### src/rtl/ess_pkg.sv
// Constants for the enable, start-up and mode sequencer.
// Assumes a 100 MHz core clock and a 32-bit byte-addressed slave.
package ess_pkg;
  localparam int CLK_MHZ = 100;
  // Register byte offsets
  localparam logic [4:0] OFS_MODE = 5'h00;
  localparam logic [4:0] OFS_RAMP = 5'h04;
  localparam logic [4:0] OFS_STACK = 5'h08;
  localparam logic [4:0] OFS_SETPT = 5'h0c;
  localparam logic [4:0] OFS_STAT = 5'h10;
  // Field positions
  localparam int FORCED_PULSE_WIDTH_OPERATION_BIT = 0;
  localparam int RNG_LSB = 1;
  localparam int DUR_LSB = 0;
  localparam int SOLO_BIT = 0;
  // Reset and default values
  localparam logic FORCED_PULSE_WIDTH_OPERATION_RST = 1'b0;
  localparam logic [1:0] RNG_RST = 2'h2;
  localparam logic [1:0] DUR_RST = 2'h1;
  localparam logic SOLO_RST = 1'b0;
  localparam logic [7:0] SETPT_RST = 8'h46;
  // Default setpoint per voltage strap code
  localparam logic [7:0] VOLTAGE_STRAP_PIN_SET [4] = '{8'h46, 8'h5a, 8'h78, 8'h5f};
  // Switching period in core cycles per frequency strap code
  localparam logic [7:0] FREQUENCY_STRAP_PIN_DIV [4] = '{8'h42, 8'h2c, 8'h28, 8'h21};
  // Times
  localparam int RAMP_US [4] = '{500, 1000, 2000, 4000};
  localparam int INIT_US = 20;
  localparam int START_US = 10;
  localparam int SYNC_WIN_NS = 2000;
  localparam int MIN_ON_NS = 50;
  localparam int SYNC_WIN_CYC = SYNC_WIN_NS * CLK_MHZ / 1000;
  localparam int MIN_ON_CYC = (MIN_ON_NS * CLK_MHZ + 999) / 1000;
  localparam int RAMP_CYC0 = RAMP_US[0] * CLK_MHZ;
  localparam int RAMP_CYC1 = RAMP_US[1] * CLK_MHZ;
  localparam int RAMP_CYC2 = RAMP_US[2] * CLK_MHZ;
  localparam int RAMP_CYC3 = RAMP_US[3] * CLK_MHZ;
  localparam int INIT_CYC = INIT_US * CLK_MHZ;
  localparam int START_CYC = START_US * CLK_MHZ;
  // Load classes from the current sense
  localparam logic [1:0] LOAD_VLOW = 2'h0;
  localparam logic [1:0] LOAD_LOW = 2'h1;
  typedef enum logic [2:0] {
    ST_OFF, ST_INIT, ST_IDLE, ST_DELAY, ST_RAMP, ST_RUN
  } ess_state_e;
endpackage

### src/rtl/ess_seq.sv
// Enable line, start-up, soft-start and mode sequencer with registers.
// Assumes pins arrive asynchronous and the bus master obeys Avalon-MM.
`timescale 1ns/1ps
// Functional notes
// - Power save only if pin low, bit clear
// - Forced PWM runs continuous current except during the ramp
// - Power save picks CCM, DCM, PFM by load
// - PFM pulses align to switching clock
// - Minimum on time 50 ns, lower frequency
// - On supply, hold enable, sample straps, defaults
// - After init, open bus, release enable
// - Faults pull enable low unless standalone
// - Shared enable holds and stops whole stack
// - Standalone skips fault pulldown, keeps init pulldown
// - Idle line is plain input, high enables
// - Bus works regardless of enable state
// - Enable low means shutdown, stage off
// - Enable toggling never reloads registers
// - Enable high starts ramp after delay
// - Ramp field picks 500us to 4ms
// - Ramp-time writes defer until ramp ends
// - Ramp to captured setpoint, then new
// - Soft-start ramp always in discontinuous mode
// - Enable pin also outputs stack hold
module ess_seq
  import ess_pkg::*;
#(
  parameter int INIT_CYCLES = INIT_CYC,
  parameter int START_CYCLES = START_CYC,
  parameter int RAMP_CYCLES0 = RAMP_CYC0,
  parameter int RAMP_CYCLES1 = RAMP_CYC1,
  parameter int RAMP_CYCLES2 = RAMP_CYC2,
  parameter int RAMP_CYCLES3 = RAMP_CYC3
) (
  input wire logic clk, // Core clock
  input wire logic rst, // Async reset, high
  input wire logic [4:0] avs_address, // Byte address
  input wire logic avs_read, // Read request
  input wire logic avs_write, // Write request
  input wire logic [31:0] avs_writedata, // Write data
  input wire logic [3:0] avs_byteenable, // Byte lanes
  output logic [31:0] avs_readdata, // Read data
  output logic avs_waitrequest, // Stall
  input wire logic supply_ok, // Supply above lockout
  input wire logic en_i, // Enable pin level
  output logic en_o, // Enable pin drive value
  output logic en_oe, // Enable pulldown active
  input wire logic mode_pin, // Operating-select pin
  input wire logic [1:0] voltage_strap_pin, // Setpoint strap code
  input wire logic [1:0] frequency_strap_pin, // Frequency strap code
  input wire logic stack_sync_out_pin, // Sync-out strap
  input wire logic fault_tsd, // Thermal shutdown
  input wire logic fault_ovlo, // Overvoltage lockout
  input wire logic [1:0] load_class, // Load level class
  input wire logic pfm_demand, // Skip-mode energy request
  input wire logic [7:0] on_req, // Requested on time
  output logic ref_en, // Reference enable
  output logic stage_on, // Power stage active
  output logic ramp_active, // Soft start running
  output logic op_ccm, // Continuous-current PWM
  output logic op_dcm, // Discontinuous PWM
  output logic op_pfm, // Pulse skipping
  output logic [7:0] target, // Effective setpoint
  output logic [1:0] target_range, // Effective range
  output logic sw_tick, // Switching clock tick
  output logic hs_on // High-side gate
);
  localparam int CW = 19;
  initial begin
    if (RAMP_CYCLES3 >= (1 << CW) || INIT_CYCLES < 1 ||
        START_CYCLES < 1 || RAMP_CYCLES0 < 1 ||
        INIT_CYCLES >= (1 << CW) || START_CYCLES >= (1 << CW)) begin
      $error("ess_seq: cycle counts out of range");
    end
  end

  function automatic logic [CW-1:0] ramp_len(input logic [1:0] c);
    unique case (c)
      2'h0: ramp_len = CW'(RAMP_CYCLES0);
      2'h1: ramp_len = CW'(RAMP_CYCLES1);
      2'h2: ramp_len = CW'(RAMP_CYCLES2);
      2'h3: ramp_len = CW'(RAMP_CYCLES3);
    endcase
  endfunction

  // Pin synchronisers
  logic [8:0] pin_s;
  ess_sync2 #(.WIDTH(9)) u_sync (
    .clk(clk),
    .rst(rst),
    .d({supply_ok, en_i, mode_pin, fault_tsd, fault_ovlo, load_class,
        pfm_demand, stack_sync_out_pin}),
    .q(pin_s)
  );
  logic [3:0] strap_s;
  ess_sync2 #(.WIDTH(4)) u_strap (
    .clk(clk),
    .rst(rst),
    .d({voltage_strap_pin, frequency_strap_pin}),
    .q(strap_s)
  );
  logic sup_s, en_s, mode_s, fault_s, dem_s, sout_s;
  logic [1:0] load_s;
  assign sup_s = pin_s[8];
  assign en_s = pin_s[7];
  assign mode_s = pin_s[6];
  assign fault_s = pin_s[5] | pin_s[4];
  assign load_s = pin_s[3:2];
  assign dem_s = pin_s[1];
  assign sout_s = pin_s[0];

  // Sequencer state
  ess_state_e st_q, st_d;
  logic [CW-1:0] cnt_q, cnt_d;
  logic [7:0] set_q, set_d, eset_q, eset_d;
  logic [1:0] rng_q, rng_d, arng_q, arng_d, erng_q, erng_d;
  logic [1:0] dur_q, dur_d, edur_q, edur_d;
  logic forced_pulse_width_operation_q, forced_pulse_width_operation_d, solo_q, solo_d;
  logic [1:0] frequency_strap_pin_q, frequency_strap_pin_d;
  logic sout_q, sout_d, ready, power_save_operation;
  // Bus state
  logic ack_q, ack_d;
  logic [31:0] rd_q, rd_d;
  logic req, wr_go, lane0;
  assign ready = !(st_q inside {ST_OFF, ST_INIT});
  assign req = avs_read | avs_write;
  assign wr_go = avs_write && ack_q;
  assign lane0 = avs_byteenable[0];

  always_comb begin
    st_d = st_q;
    cnt_d = cnt_q + CW'(1);
    unique case (st_q)
      ST_OFF: begin
        cnt_d = '0;
        if (sup_s) begin
          st_d = ST_INIT;
        end
      end
      ST_INIT: begin
        if (cnt_q == CW'(INIT_CYCLES - 1)) begin
          st_d = ST_IDLE;
        end
      end
      ST_IDLE: begin
        cnt_d = '0;
        if (en_s) begin
          st_d = ST_DELAY;
        end
      end
      ST_DELAY: begin
        if (!en_s) begin
          st_d = ST_IDLE;
        end else if (cnt_q == CW'(START_CYCLES - 1)) begin
          st_d = ST_RAMP;
          cnt_d = '0;
        end
      end
      ST_RAMP: begin
        if (!en_s) begin
          st_d = ST_IDLE;
        end else if (cnt_q == ramp_len(edur_q) - CW'(1)) begin
          st_d = ST_RUN;
        end
      end
      ST_RUN: begin
        cnt_d = '0;
        if (!en_s) begin
          st_d = ST_IDLE;
        end
      end
    endcase
    if (!sup_s) begin
      st_d = ST_OFF;
    end
  end

  // Register file and effective values
  always_comb begin
    set_d = set_q;
    rng_d = rng_q;
    arng_d = arng_q;
    dur_d = dur_q;
    forced_pulse_width_operation_d = forced_pulse_width_operation_q;
    solo_d = solo_q;
    frequency_strap_pin_d = frequency_strap_pin_q;
    sout_d = sout_q;
    // Defaults only at end of init, never on enable toggles
    if (st_q == ST_INIT && st_d == ST_IDLE) begin
      set_d = VOLTAGE_STRAP_PIN_SET[strap_s[3:2]];
      frequency_strap_pin_d = strap_s[1:0];
      sout_d = sout_s;
      rng_d = RNG_RST;
      arng_d = RNG_RST;
      dur_d = DUR_RST;
      forced_pulse_width_operation_d = FORCED_PULSE_WIDTH_OPERATION_RST;
      solo_d = SOLO_RST;
    end else if (wr_go && lane0 && ready) begin
      unique case (avs_address)
        OFS_MODE: begin
          forced_pulse_width_operation_d = avs_writedata[FORCED_PULSE_WIDTH_OPERATION_BIT];
          rng_d = avs_writedata[RNG_LSB +: 2];
        end
        OFS_RAMP: dur_d = avs_writedata[DUR_LSB +: 2];
        OFS_STACK: solo_d = avs_writedata[SOLO_BIT];
        OFS_SETPT: begin
          set_d = avs_writedata[7:0];
          arng_d = rng_q;
        end
        default: ;
      endcase
    end
    // Live values are frozen for the whole ramp
    eset_d = set_q;
    erng_d = arng_q;
    edur_d = dur_q;
    if (st_q == ST_RAMP || st_d == ST_RAMP) begin
      eset_d = eset_q;
      erng_d = erng_q;
      edur_d = edur_q;
    end
    if (st_q == ST_DELAY && st_d == ST_RAMP) begin
      eset_d = set_q;
      erng_d = arng_q;
      edur_d = dur_q;
    end
  end

  // Avalon slave: one stall cycle, read data from a register
  always_comb begin
    ack_d = req && !ack_q && ready;
    rd_d = rd_q;
    if (avs_read && !ack_q) begin
      unique case (avs_address)
        OFS_MODE: rd_d = {29'h0, rng_q, forced_pulse_width_operation_q};
        OFS_RAMP: rd_d = {30'h0, dur_q};
        OFS_STACK: rd_d = {31'h0, solo_q};
        OFS_SETPT: rd_d = {24'h0, set_q};
        OFS_STAT: rd_d = {8'h0, eset_q, 5'h0, sout_q, frequency_strap_pin_q,
                          1'h0, erng_q, power_save_operation, fault_s, ramp_active,
                          en_s, ready};
        default: rd_d = 32'h0;
      endcase
    end
  end
  assign avs_waitrequest = !ack_q;
  assign avs_readdata = rd_q;

  // Sync clock on the select pin counts as a high level
  logic mprev_q, mprev_d, sync_seen;
  logic [11:0] scnt_q, scnt_d;
  always_comb begin
    mprev_d = mode_s;
    scnt_d = scnt_q;
    if (mode_s != mprev_q) begin
      scnt_d = 12'h000;
    end else if (scnt_q != 12'(SYNC_WIN_CYC)) begin
      scnt_d = scnt_q + 12'h001;
    end
  end
  assign sync_seen = scnt_q != 12'(SYNC_WIN_CYC);
  assign power_save_operation = !mode_s && !forced_pulse_width_operation_q && !sync_seen;

  always_ff @(posedge clk or posedge rst) begin
    if (rst) begin
      st_q <= ST_OFF;
      cnt_q <= '0;
      set_q <= SETPT_RST;
      eset_q <= SETPT_RST;
      rng_q <= RNG_RST;
      arng_q <= RNG_RST;
      erng_q <= RNG_RST;
      dur_q <= DUR_RST;
      edur_q <= DUR_RST;
      forced_pulse_width_operation_q <= FORCED_PULSE_WIDTH_OPERATION_RST;
      solo_q <= SOLO_RST;
      frequency_strap_pin_q <= 2'h0;
      sout_q <= 1'b0;
      ack_q <= 1'b0;
      rd_q <= 32'h0;
      mprev_q <= 1'b0;
      scnt_q <= 12'h000;
    end else begin
      st_q <= st_d;
      cnt_q <= cnt_d;
      set_q <= set_d;
      eset_q <= eset_d;
      rng_q <= rng_d;
      arng_q <= arng_d;
      erng_q <= erng_d;
      dur_q <= dur_d;
      edur_q <= edur_d;
      forced_pulse_width_operation_q <= forced_pulse_width_operation_d;
      solo_q <= solo_d;
      frequency_strap_pin_q <= frequency_strap_pin_d;
      sout_q <= sout_d;
      ack_q <= ack_d;
      rd_q <= rd_d;
      mprev_q <= mprev_d;
      scnt_q <= scnt_d;
    end
  end

  // Enable line: open-drain pulldown carries the stack hold
  assign en_oe = !ready || (fault_s && !solo_q);
  assign en_o = 1'b0;
  assign ref_en = st_q != ST_OFF;
  assign ramp_active = st_q == ST_RAMP;
  assign stage_on = (st_q inside {ST_RAMP, ST_RUN}) && !fault_s;
  assign target = eset_q;
  assign target_range = erng_q;

  // Conduction mode
  always_comb begin
    op_ccm = 1'b0;
    op_dcm = 1'b0;
    op_pfm = 1'b0;
    if (!stage_on) begin
      op_ccm = 1'b0;
    end else if (ramp_active) begin
      op_dcm = 1'b1;
    end else if (!power_save_operation) begin
      op_ccm = 1'b1;
    end else if (load_s == LOAD_VLOW) begin
      op_pfm = 1'b1;
    end else if (load_s == LOAD_LOW) begin
      op_dcm = 1'b1;
    end else begin
      op_ccm = 1'b1;
    end
  end

  ess_sw_pulse u_pulse (
    .clk(clk),
    .rst(rst),
    .run(stage_on),
    .period(FREQUENCY_STRAP_PIN_DIV[frequency_strap_pin_q]),
    .skip_ok(op_pfm),
    .demand(dem_s),
    .on_req(on_req),
    .sw_tick(sw_tick),
    .hs_on(hs_on)
  );
endmodule

### src/rtl/ess_sw_pulse.sv
// High-side pulse generator locked to the internal switching clock.
// Assumes on_req comes from loop logic on the same clock.
`timescale 1ns/1ps
module ess_sw_pulse
  import ess_pkg::*;
(
  input wire logic clk, // Core clock
  input wire logic rst, // Async reset, high
  input wire logic run, // Power stage allowed
  input wire logic [7:0] period, // Switching period, cycles
  input wire logic skip_ok, // Pulse skipping allowed
  input wire logic demand, // Loop asks for energy
  input wire logic [7:0] on_req, // Requested on time, cycles
  output logic sw_tick, // Switching clock tick
  output logic hs_on // High-side gate
);
  logic [7:0] ph_q, ph_d, on_q, on_d;
  logic alt_q, alt_d, short_req, fire;
  always_comb begin
    ph_d = (ph_q >= period - 8'h01) ? 8'h00 : ph_q + 8'h01;
    sw_tick = (ph_q == 8'h00);
    short_req = on_req < 8'(MIN_ON_CYC);
    alt_d = alt_q;
    // Pulses start only on a switching tick
    fire = run && sw_tick && (!skip_ok || demand) && (!short_req || alt_q);
    if (run && sw_tick && short_req) begin
      alt_d = !alt_q;
    end
    on_d = (on_q != 8'h00) ? on_q - 8'h01 : 8'h00;
    if (!run) begin
      on_d = 8'h00;
    end else if (fire) begin
      on_d = short_req ? 8'(MIN_ON_CYC) : on_req;
    end
  end
  always_ff @(posedge clk or posedge rst) begin
    if (rst) begin
      ph_q <= 8'h00;
      on_q <= 8'h00;
      alt_q <= 1'b0;
    end else begin
      ph_q <= ph_d;
      on_q <= on_d;
      alt_q <= alt_d;
    end
  end
  assign hs_on = on_q != 8'h00;
endmodule

### src/rtl/ess_sync2.sv
// Two-flop synchroniser for asynchronous pin levels.
// Only the second stage may be read by other logic.
`timescale 1ns/1ps
module ess_sync2 #(
  parameter int WIDTH = 1
) (
  input wire logic clk, // Core clock
  input wire logic rst, // Async reset, high
  input wire logic [WIDTH-1:0] d, // Async level
  output logic [WIDTH-1:0] q // Synchronised level
);
  logic [WIDTH-1:0] meta_q;
  always_ff @(posedge clk or posedge rst) begin
    if (rst) begin
      meta_q <= '0;
      q <= '0;
    end else begin
      meta_q <= d;
      q <= meta_q;
    end
  end
endmodule

### config.mk
export PLATFORM = sky130hd
export DESIGN_NAME = ess_seq
export DESIGN_NICKNAME = d
export VERILOG_FILES = /design/src/rtl/ess_pkg.sv /design/src/rtl/ess_seq.sv /design/src/rtl/ess_sw_pulse.sv /design/src/rtl/ess_sync2.sv
export SDC_FILE = /design/constraint.sdc
export NUM_CORES = 1
export LEC_CHECK = 0
export ABC_AREA = 0
export BUFFER_PORTS_ARGS = -buffer_cell sky130_fd_sc_hd__buf_2
export CAP_MARGIN = 20
export CORE_AREA = 4 4 86 149
export DETAILED_ROUTE_END_ITERATION = 8
export DIE_AREA = 0 0 90 153
export GPL_ROUTABILITY_DRIVEN = 0
export GPL_TIMING_DRIVEN = 0
export PLACE_DENSITY = 0.89
export SYNTH_ARGS = -nofsm -noshare
export SYNTH_HDL_FRONTEND = slang
export SYNTH_SLANG_ARGS = --single-unit
export TNS_END_PERCENT = 50
### constraint.sdc
create_clock -name clk -period 4.58 [get_ports clk]
set_clock_uncertainty 0.15 [all_clocks]
set_input_delay 0.458 -clock clk [delete_from_list [all_inputs] [get_ports clk]]
set_output_delay 0.458 -clock clk [all_outputs]
set_load 0.03 [all_outputs]
==> metrics.txt, run 1 <==
outcome complete, no violations; sequential share of the synthesized area 0.506; Crit. End Element output port; fmax 0.304 GHz; initial core utilization 0.557; worst-case clock buffer depth 2; CTS Sinks 129; Die Footprint 13800 um2; overall routing resource usage 0.249; CP startpoint kind register; Final ANT Viol Nets 0; Post-Syn Instances 617; count of pins over their slew limit 0; vias in the first global route 5582; row count 52; WP data required 3.97 ns; Worst-Margin Slew 1.06 ns; n_diodes 0; share of synthesized registers carrying an async set or reset 1.00; H-tree depth 4; CTS tree yes; RSZ-0062 raised after global routing no; chip height 153 um; Remaining DRCs 0; final worst-path cycle share 0.719; port buffer count 75; grt ovf 0; setup slack, reg-to-reg 1.76 ns; Root Buffer clkbuf_16; CP Class reg -> out; Setup TNS Final 0 ns; CP max stage delay 0.93 ns; most frequent cells in the layout dfrtp_1, buf_2, nand2_1, nor2_1, o21ai_0; Slew headroom 0.291; vias post-DR 5333; EDFF count, synth 0; pin count of the biggest net entering global routing 95; pwr dens 383 nW/um2; via-per-instance ratio 6.02; CP arrival 2.69 ns; Seq cells post-synth 129; 1st-pass router iterations 5; CP Max Fanout 10; Fin. Hold Viols 0; prevailing post-synth register cell dfrtp_1; Final setup viols 0; initial antenna violation count 0; commonest non-fill, non-tap cell in the layout dfrtp_1; Num CTS Buffers 17; # nets final 833; Hold Path Stages 1; Synth Warn # 0; DRT Wirelength 16800 um; clk_lat worst skew 0.42 ns; r2r endpoint st_q[0]$_DFF_PP0_; Critical-path top delay cell nor3b_1; Final Util 0.675; Avg WL per Cell 18.9 um; total power draw 0.00298 W; Worst-path clk slew 0.05 ns; Period minus WS final 3.29 ns; # IOs 119; MaxCap Viol Count 0; DRT iter0 DRCs 562; Peak VDD IR 299 uV; Leak Pwr 3.71 nW; Core Box Area 11500 um2; P&R area growth vs syn 21.3%; HP Start mode_pin; first-pass GRT wire length 27400 um; worst r2r src st_q[0]$_DFF_PP0_; cell mode on critical path buf_2; Netlist cell types 65; syn_area_per_cell 10.4 um2; worst min-delay path class in -> reg; Post-CTS Setup Inserts 0; layout cells sized above 1 0.229; Register-to-Register Path Depth 6; worst path cell trace clkbuf_1, nor3b_1, buf_2, buf_2; Die W 90 um; Netlist Area Pre-Place 6410 um2; HPWL Detailed 11400 um; Hold Path Sink u_sync.meta_q[6]$_DFF_PP0_
-- worst max-delay path: cells and delay by family, from the launching register on --
family | cells | cell delay [ns]
buf+inv | 3 | 0.96
simple gates | 1 | 0.93
flops | 1 | 0.38
-- per-layer routing --
metal  vias to the layer above  part of all wire  wire length (um)  global-route usage
li1                       2351                 -                 -                   -
met1                      2596              0.33              5590               0.245
met2                       284              0.55              9290               0.462
met3                       102             0.050               834              0.0576
met4                         0             0.062              1050               0.158
met5                         -                 0                 0                   0
-- cell families (layout without fill, tap and decap cells) --
family                   Yosys count  in the layout  share of synthesized area
AND/OR/NAND/NOR                  251            251                      0.200
flip-flops                       129            129                      0.506
AO/OA/AOI/OAI                     77             77                     0.0796
buffers and inverters             58            178                     0.0484
XOR/XNOR                          39             39                     0.0533
multiplexers                      32             32                     0.0550
adder cells (fa/ha/maj)           29             29                     0.0566
other                              2             16                    0.00117
-- worst max path at each step --
stage	endpoint	depth (start not counted)	from	slack, ns
floorplan	ack_q$_DFF_PP0_	1	rst	0.55
global placement	u_sync.q[1]$_DFF_PP0_	2	rst	-0.64
detailed placement	ramp_active	4	st_q[0]$_DFF_PP0_	1.77
CTS	ramp_active	4	st_q[0]$_DFF_PP0_	1.37
global route	ramp_active	4	st_q[2]$_DFF_PP0_	1.21
finish	ramp_active	4	st_q[0]$_DFF_PP0_	1.29
-- flip-flops by register name (all words and copies together) (netlist names), 8 cells and up --
| register | cells |
|---|---|
| set_q | 8 |
| u_pulse.on_q | 8 |
| target | 8 |
| u_sync.meta_q | 9 |
| cnt_q | 19 |
| scnt_q | 12 |
| u_sync.q | 9 |
| avs_readdata | 19 |
| u_pulse.ph_q | 8 |
-- report_power, final --
| group | internal (W) | switching [W] |
|---|---|---|
| Clock | 0.000909 | 0.000495 |
| Sequential | 0.00120 | 0.0000703 |
| Combinational | 0.000130 | 0.000182 |
| Total | 0.00223 | 0.000747 |
-- cell type report --
type | instances | area [um2]
fill | 801 | 3740
multi-input combinational | 444 | 2910
tap | 135 | 169
buffer | 34 | 219
clock buffer | 22 | 484
clock inverter | 10 | 133
timing repair buffer | 88 | 523
sequential | 129 | 3240
inverter | 24 | 96.3
-- timing repair --
action	4_1_cts	5_1_grt
hold buffers	10	2
gates resized for setup	0	0
endpoints found under the hold margin	37	2
-- Yosys cell counts (all sizes together) (4+ instances only) --
cell | n | area share
nand2b | 4 | 0.0039
mux2i | 15 | 0.023
o21ai | 30 | 0.023
mux2 | 16 | 0.028
nand3 | 22 | 0.019
xnor2 | 11 | 0.015
nand2 | 72 | 0.042
inv | 23 | 0.013
nor4 | 11 | 0.011
nor3 | 14 | 0.013
dfstp | 11 | 0.045
buf | 23 | 0.028
xor2 | 28 | 0.038
nand4 | 5 | 0.0049
nor3b | 5 | 0.0059
a211o | 4 | 0.0055
a211oi | 4 | 0.0070
nor2b | 5 | 0.0049
nand3b | 4 | 0.0047
a21oi | 17 | 0.013
clkbuf | 11 | 0.0064
and3 | 13 | 0.013
ha | 29 | 0.057
dfrtp | 118 | 0.46
or3 | 6 | 0.0059
nor2 | 68 | 0.040
-- through the flow --
stage	area [um2]	setup WS (ns)	hold WS, ns	cells
after global routing	7780	1.21	0.000662	886
after CTS	7760	1.37	0.00562	884
final	7780	1.29	0.0121	886
after global placement	7010	-0.640	0.182	841
after floorplan	6460	0.549	0.181	631
after detailed placement	7040	1.77	0.186	842
(Power assumes the default switching activity.)
==> run 2, diff against run 1 <==
--- a/config.mk
+++ b/config.mk
@@ -8,12 +8,12 @@
 export ABC_AREA = 0
 export BUFFER_PORTS_ARGS = -buffer_cell sky130_fd_sc_hd__buf_2
 export CAP_MARGIN = 20
-export CORE_AREA = 4 4 86 149
+export CORE_AREA = 4 4 91 157
 export DETAILED_ROUTE_END_ITERATION = 8
-export DIE_AREA = 0 0 90 153
+export DIE_AREA = 0 0 95 161
 export GPL_ROUTABILITY_DRIVEN = 0
 export GPL_TIMING_DRIVEN = 0
-export PLACE_DENSITY = 0.89
+export PLACE_DENSITY = 0.85
 export SYNTH_ARGS = -nofsm -noshare
 export SYNTH_HDL_FRONTEND = slang
 export SYNTH_SLANG_ARGS = --single-unit
==> constraint.sdc (replaced) <==
create_clock -name clk -period 2.8 [get_ports clk]
set_clock_uncertainty 0.15 [all_clocks]
set_input_delay 0.28 -clock clk [delete_from_list [all_inputs] [get_ports clk]]
set_output_delay 0.28 -clock clk [all_outputs]
set_load 0.03 [all_outputs]
==> metrics.txt, run 2 (same netlist as run 1, synthesis figures left out) <==
pin count of the biggest net entering global routing 45 (was 95); Hold Path Sink rng_q[0]$_DFFE_PP0P_ (was u_sync.meta_q[6]$_DFF_PP0_); worst r2r src cnt_q[0]$_DFF_PP0_ (was st_q[0]$_DFF_PP0_); RSZ-0062 raised after global routing no (unchanged); Worst-Margin Slew 0.805 ns (was 1.06 ns); worst setup margin 0.122 ns (was 1.29 ns); WP data required 2.37 ns (was 3.97 ns); CP Class reg -> out (unchanged); Remaining DRCs 0 (unchanged); Num CTS Buffers 17 (unchanged); CTS tree yes (unchanged); row count 55 (was 52); CTS Sinks 129 (unchanged); initial core utilization 0.496 (was 0.557); Root Buffer clkbuf_16 (unchanged); FILL cells 1020 (was 801); register area 3240 um2 (unchanged); Worst-path clk slew 0.06 ns (was 0.05 ns); post-route insts no fill 934 (was 886); Final ANT Viol Nets 0 (unchanged); Fin. Hold Viols 0 (unchanged); HP Start avs_writedata[1] (was mode_pin); HPWL Detailed 11300 um (was 11400 um); vias post-DR 5134 (was 5333); DRT iter0 DRCs 319 (was 562); placed inst area 7120 um2 (was 7040 um2); Register-to-Register Path Depth 8 (was 6); commonest non-fill, non-tap cell in the layout dfrtp_1 (unchanged); chip height 161 um (was 153 um); via-per-instance ratio 5.50 (was 6.02); MaxCap Viol Count 0 (unchanged); clk_lat worst skew 0.42 ns (about the same); Post-CTS Setup Inserts 0 (unchanged); most frequent cells in the layout dfrtp_1, buf_2, nand2_1, nor2_1, o21ai_0 (unchanged); P&R area growth vs syn 24.4% (was 21.3%); Setup TNS Final 0 ns (unchanged); Die Footprint 15300 um2 (was 13800 um2); H-tree depth 4 (unchanged); post-placement setup slack 0.0720 ns (was 1.77 ns); CP arrival 2.25 ns (was 2.69 ns); fmax 0.373 GHz; final worst-path cycle share 0.957; Final Util 0.616 (was 0.675); Slew headroom 0.458 (was 0.291); worst-case clock buffer depth 2 (unchanged); # nets final 845 (was 833); CP startpoint kind register (unchanged); Crit. End Element output port (unchanged); Final Cell Area 7970 um2 (was 7780 um2); first-pass GRT wire length 26300 um (was 27400 um); area of the multi-input gates 2950 um2 (was 2910 um2); initial antenna violation count 0 (unchanged); CP Max Fanout 6 (was 10); grt ovf 0 (unchanged); setup slack, reg-to-reg 0.25 ns (was 1.76 ns); r2r endpoint cnt_q[17]$_DFF_PP0_ (was st_q[0]$_DFF_PP0_); Leak Pwr 3.77 nW (was 3.71 nW); cell total after placement 880 (was 842); port buffer count 75 (unchanged); Period minus WS final 2.68 ns; n_diodes 0 (unchanged); DRT Wirelength 16200 um (was 16800 um); Avg WL per Cell 17.4 um (was 18.9 um); Die W 95 um (was 90 um); pwr dens 607 nW/um2 (was 383 nW/um2); Final setup viols 0 (unchanged); count of pins over their slew limit 0 (unchanged); worst min-delay path class in -> reg (unchanged); # IOs 119 (unchanged); layout cells sized above 1 0.236 (was 0.229); Core Box Area 12900 um2 (was 11500 um2); outcome complete, no violations (unchanged); overall routing resource usage 0.223 (was 0.249); 1st-pass router iterations 5 (unchanged); Peak VDD IR 447 uV (was 299 uV); Hold Path Stages 3 (was 1); vias in the first global route 5447 (was 5582)
run 2: cell types whose count changed in the layout (fill, tap and decap cells not counted), moves of 3 or more:
cell / delta
buf_12: +3
clkinv_4: +5
nor4_2: +3
clkbuf_8: -4
nor4_1: -3
dlygate4sd3_1: +10
run 2: worst max path at each step:
stage / end / slack, ns / cells past startpoint / start
finish: sw_tick / 0.12 / 5 / u_pulse.ph_q[0]$_DFF_PP0_
CTS: ramp_active / 0.01 / 4 / st_q[0]$_DFF_PP0_
detailed placement: ramp_active / 0.07 / 4 / st_q[0]$_DFF_PP0_
global route: op_dcm / 0.05 / 6 / scnt_q[6]$_DFFE_PP0P_
floorplan: u_pulse.on_q[0]$_DFF_PP0_ / 0.38 / 6 / u_pulse.ph_q[0]$_DFF_PP0_
global placement: u_sync.meta_q[2]$_DFF_PP0_ / 0.01 / 2 / rst
run 2: repair_timing:
action / in CTS / in global routing
setup endpoints to repair: 2 / 12
hold buffers: 22 / 0
gates resized for setup: 2 / 5
endpoints found under the hold margin: 35 / 0
run 2: stage by stage:
step,hold slack [ns],power (W)
5_1_grt,0.000843,0.00501
2_1_floorplan,0.161,0.00242
6_report,0.0138,0.00484
3_5_place_dp,0.118,0.00258
4_1_cts,0.00398,0.00485
3_3_place_gp,0.184,0.00255
run 2: cell type report:
type,count,area share
Clock buffer,18,0.0538
Sequential cell,129,0.407
Tap cell,171,0.0268
Clock inverter,14,0.0209
Inverter,24,0.0119
Buffer,34,0.0275
Multi-Input combinational cell,444,0.370
Timing Repair Buffer,100,0.0822
run 2: where the power goes:
part	switching, W	internal, W
logic	0.000311	0.000230
registers	0.000119	0.00196
clock network	0.000827	0.00140
total	0.00126	0.00358
run 2: worst max-delay path: stages (launching register included):
cell and delay (ns):
dfrtp_1 0.43, inv_1 0.13, ha_1 0.17, or4b_2 0.65, nor2_1 0.21, buf_2 0.24
run 2: layer usage:
layer | global-route usage | up-vias | share of wire
li1 | - | 2365 | -
met1 | 0.217 | 2515 | 0.34
met2 | 0.407 | 189 | 0.56
met3 | 0.0531 | 65 | 0.047
met4 | 0.141 | 0 | 0.056
met5 | 0 | - | 0
==> run 3, diff against run 2 <==
--- a/config.mk
+++ b/config.mk
@@ -8,13 +8,14 @@
 export ABC_AREA = 0
 export BUFFER_PORTS_ARGS = -buffer_cell sky130_fd_sc_hd__buf_2
 export CAP_MARGIN = 20
-export CORE_AREA = 4 4 91 157
+export CORE_AREA = 4 4 89 154
+export CTS_BUF_LIST = sky130_fd_sc_hd__clkbuf_4 sky130_fd_sc_hd__clkbuf_8
 export DETAILED_ROUTE_END_ITERATION = 8
-export DIE_AREA = 0 0 95 161
+export DIE_AREA = 0 0 93 158
 export GPL_ROUTABILITY_DRIVEN = 0
 export GPL_TIMING_DRIVEN = 0
-export PLACE_DENSITY = 0.85
+export PLACE_DENSITY = 0.88
 export SYNTH_ARGS = -nofsm -noshare
 export SYNTH_HDL_FRONTEND = slang
 export SYNTH_SLANG_ARGS = --single-unit
-export TNS_END_PERCENT = 50
+export TNS_END_PERCENT = 5
==> metrics.txt, run 3 (same netlist as run 1, synthesis figures left out) <==
Hold Path Sink set_q[3]$_DFFE_PP0P_ (was rng_q[0]$_DFFE_PP0P_); GR peak layer met2 (unchanged); P&R area growth vs syn 24.9% (was 24.4%); n_diodes 0 (unchanged); Post-CTS Setup Inserts 0 (unchanged); clk_lat worst skew 0.44 ns (was 0.42 ns); Fin. Hold Viols 0 (unchanged); outcome complete, no violations (unchanged); first-pass GRT wire length 26000 um (was 26300 um); DRT Wirelength 15500 um (was 16200 um); most frequent cells in the layout dfrtp_1, buf_2, nand2_1, nor2_1, dlygate4sd3_1 (was dfrtp_1, buf_2, nand2_1, nor2_1, o21ai_0); CP startpoint kind register (unchanged); total power draw 0.00459 W (was 0.00484 W); port buffer count 75 (unchanged); final worst-path cycle share 0.964 (was 0.957); layout cells sized above 1 0.236 (about the same); Clock power frac 0.433 (was 0.459); CTS Sinks 129 (unchanged); switching pwr 0.00118 W (was 0.00126 W); initial antenna violation count 0 (unchanged); pwr dens 574 nW/um2 (was 607 nW/um2); Peak VDD IR 533 uV (was 447 uV); Avg WL per Cell 16.4 um (was 17.4 um); count of pins over their slew limit 0 (unchanged); Final setup viols 0 (unchanged); pin count of the biggest net entering global routing 34 (was 45); combinational cell fraction of total power 0.117 (was 0.112); fmax 0.370 GHz (was 0.373 GHz); Final ANT Viol Nets 0 (unchanged); Crit. End Element output port (unchanged); DRT iter0 DRCs 293 (was 319); Leak Pwr 3.78 nW (was 3.77 nW); worst r2r src cnt_q[0]$_DFF_PP0_ (unchanged); chip height 158 um (was 161 um); H-tree depth 4 (unchanged); switching share of power 0.256 (was 0.260); commonest non-fill, non-tap cell in the layout dfrtp_1 (unchanged); MaxCap Viol Count 0 (unchanged); Worst-Margin Slew 0.778 ns (was 0.805 ns); HPWL Detailed 11100 um (was 11300 um); internal power 0.00342 W (was 0.00358 W); cell total after placement 878 (was 880); row count 54 (was 55); worst min-delay path class in -> reg (unchanged); Num CTS Buffers 17 (unchanged); met1 usage 0.236 (was 0.217); CP arrival 2.27 ns (was 2.25 ns); HP Start avs_writedata[3] (was avs_writedata[1]); Root Buffer clkbuf_8 (was clkbuf_16); post-route insts no fill 943 (was 934); RSZ-0062 raised after global routing yes (was no); grt ovf 0 (unchanged); WP data required 2.37 ns (about the same); placed inst area 7130 um2 (was 7120 um2); Register-to-Register Path Depth 8 (unchanged); Worst-path clk slew 0.08 ns (was 0.06 ns); Die Footprint 14700 um2 (was 15300 um2); worst-case clock buffer depth 2 (unchanged); CTS tree yes (unchanged); GRT met2 Usage 0.423 (was 0.407); via-per-instance ratio 5.45 (was 5.50); Core Box Area 12400 um2 (was 12900 um2); M3 GR Usage 0.0452 (was 0.0531); vias post-DR 5142 (was 5134); FILL cells 987 (was 1020); setup slack, reg-to-reg 0.24 ns (was 0.25 ns); Period minus WS final 2.70 ns (was 2.68 ns); overall routing resource usage 0.226 (was 0.223); Final Cell Area 8010 um2 (was 7970 um2); # nets final 857 (was 845); initial core utilization 0.516 (was 0.496); Setup crit start u_pulse.ph_q[0]$_DFF_PP0_ (unchanged); Slew headroom 0.479 (was 0.458); sequential share of power 0.450 (was 0.429); vias in the first global route 5458 (was 5447); 1st-pass router iterations 5 (unchanged); # IOs 119 (unchanged); CP Class reg -> out (unchanged); Remaining DRCs 0 (unchanged); CP Max Fanout 6 (unchanged); Die W 93 um (was 95 um); Hold Path Stages 3 (unchanged); r2r endpoint cnt_q[4]$_DFF_PP0_ (was cnt_q[17]$_DFF_PP0_)
==> run 3: final cells by class <==
class	count	area, um2	area share
clock buffer	20	275	0.0344
sequential	129	3240	0.405
multi-input combinational	444	2950	0.368
timing repair buffer	112	786	0.0982
inverter	24	95.1	0.0119
clock inverter	12	228	0.0284
tap	168	210	0.0263
buffer	34	220	0.0275
==> run 3: worst max path at each step <==
stage	endpoint	slack [ns]	cells after the start
floorplan	u_pulse.on_q[0]$_DFF_PP0_	0.38	6
global placement	u_sync.q[6]$_DFF_PP0_	0.02	2
detailed placement	set_q[3]$_DFFE_PP0P_	0.08	8
CTS	ramp_active	0.02	4
global route	op_dcm	-0.02	6
finish	sw_tick	0.10	5
==> run 3: what timing repair did <==
item                                    4_1_cts  5_1_grt
endpoints found under the hold margin        48        0
hold buffers                                 33        0
pin swaps                                     0        1
endpoints found under the setup margin        1       22
resized for setup                             1        8
==> run 3: power by group through the flow <==
stage               Sequential (W)  Clock [W]  Combinational (W)
global route               0.00208    0.00210           0.000617
detailed placement         0.00210          0           0.000492
CTS                        0.00206    0.00201           0.000533
finish                     0.00207    0.00199           0.000538
global placement           0.00209          0           0.000455
floorplan                  0.00206          0           0.000361
==> run 3: per-stage QoR <==
step | setup WS [ns] | hold WS, ns | util | TNS, ns
floorplan | 0.379 | 0.161 | - | 0
global placement | 0.0243 | 0.183 | 0.567 | 0
detailed placement | 0.0805 | 0.185 | 0.574 | 0
CTS | 0.0244 | 0.0190 | 0.641 | 0
global route | -0.0217 | 0.0556 | 0.644 | -0.0223
finish | 0.100 | 0.0345 | 0.644 | 0
==> run 3: per-layer routing <==
metal	up-vias	part of all wire
met5	-	0
met4	0	0.029
met3	44	0.050
met2	189	0.56
met1	2515	0.36
li1	2394	-
==> run 3: critical path, stage by stage, from the launching register on <==
cell and delay, ns:
dfrtp_1 0.44, inv_1 0.11, ha_1 0.14, or4b_2 0.65
nor2_2 0.24, buf_2 0.24
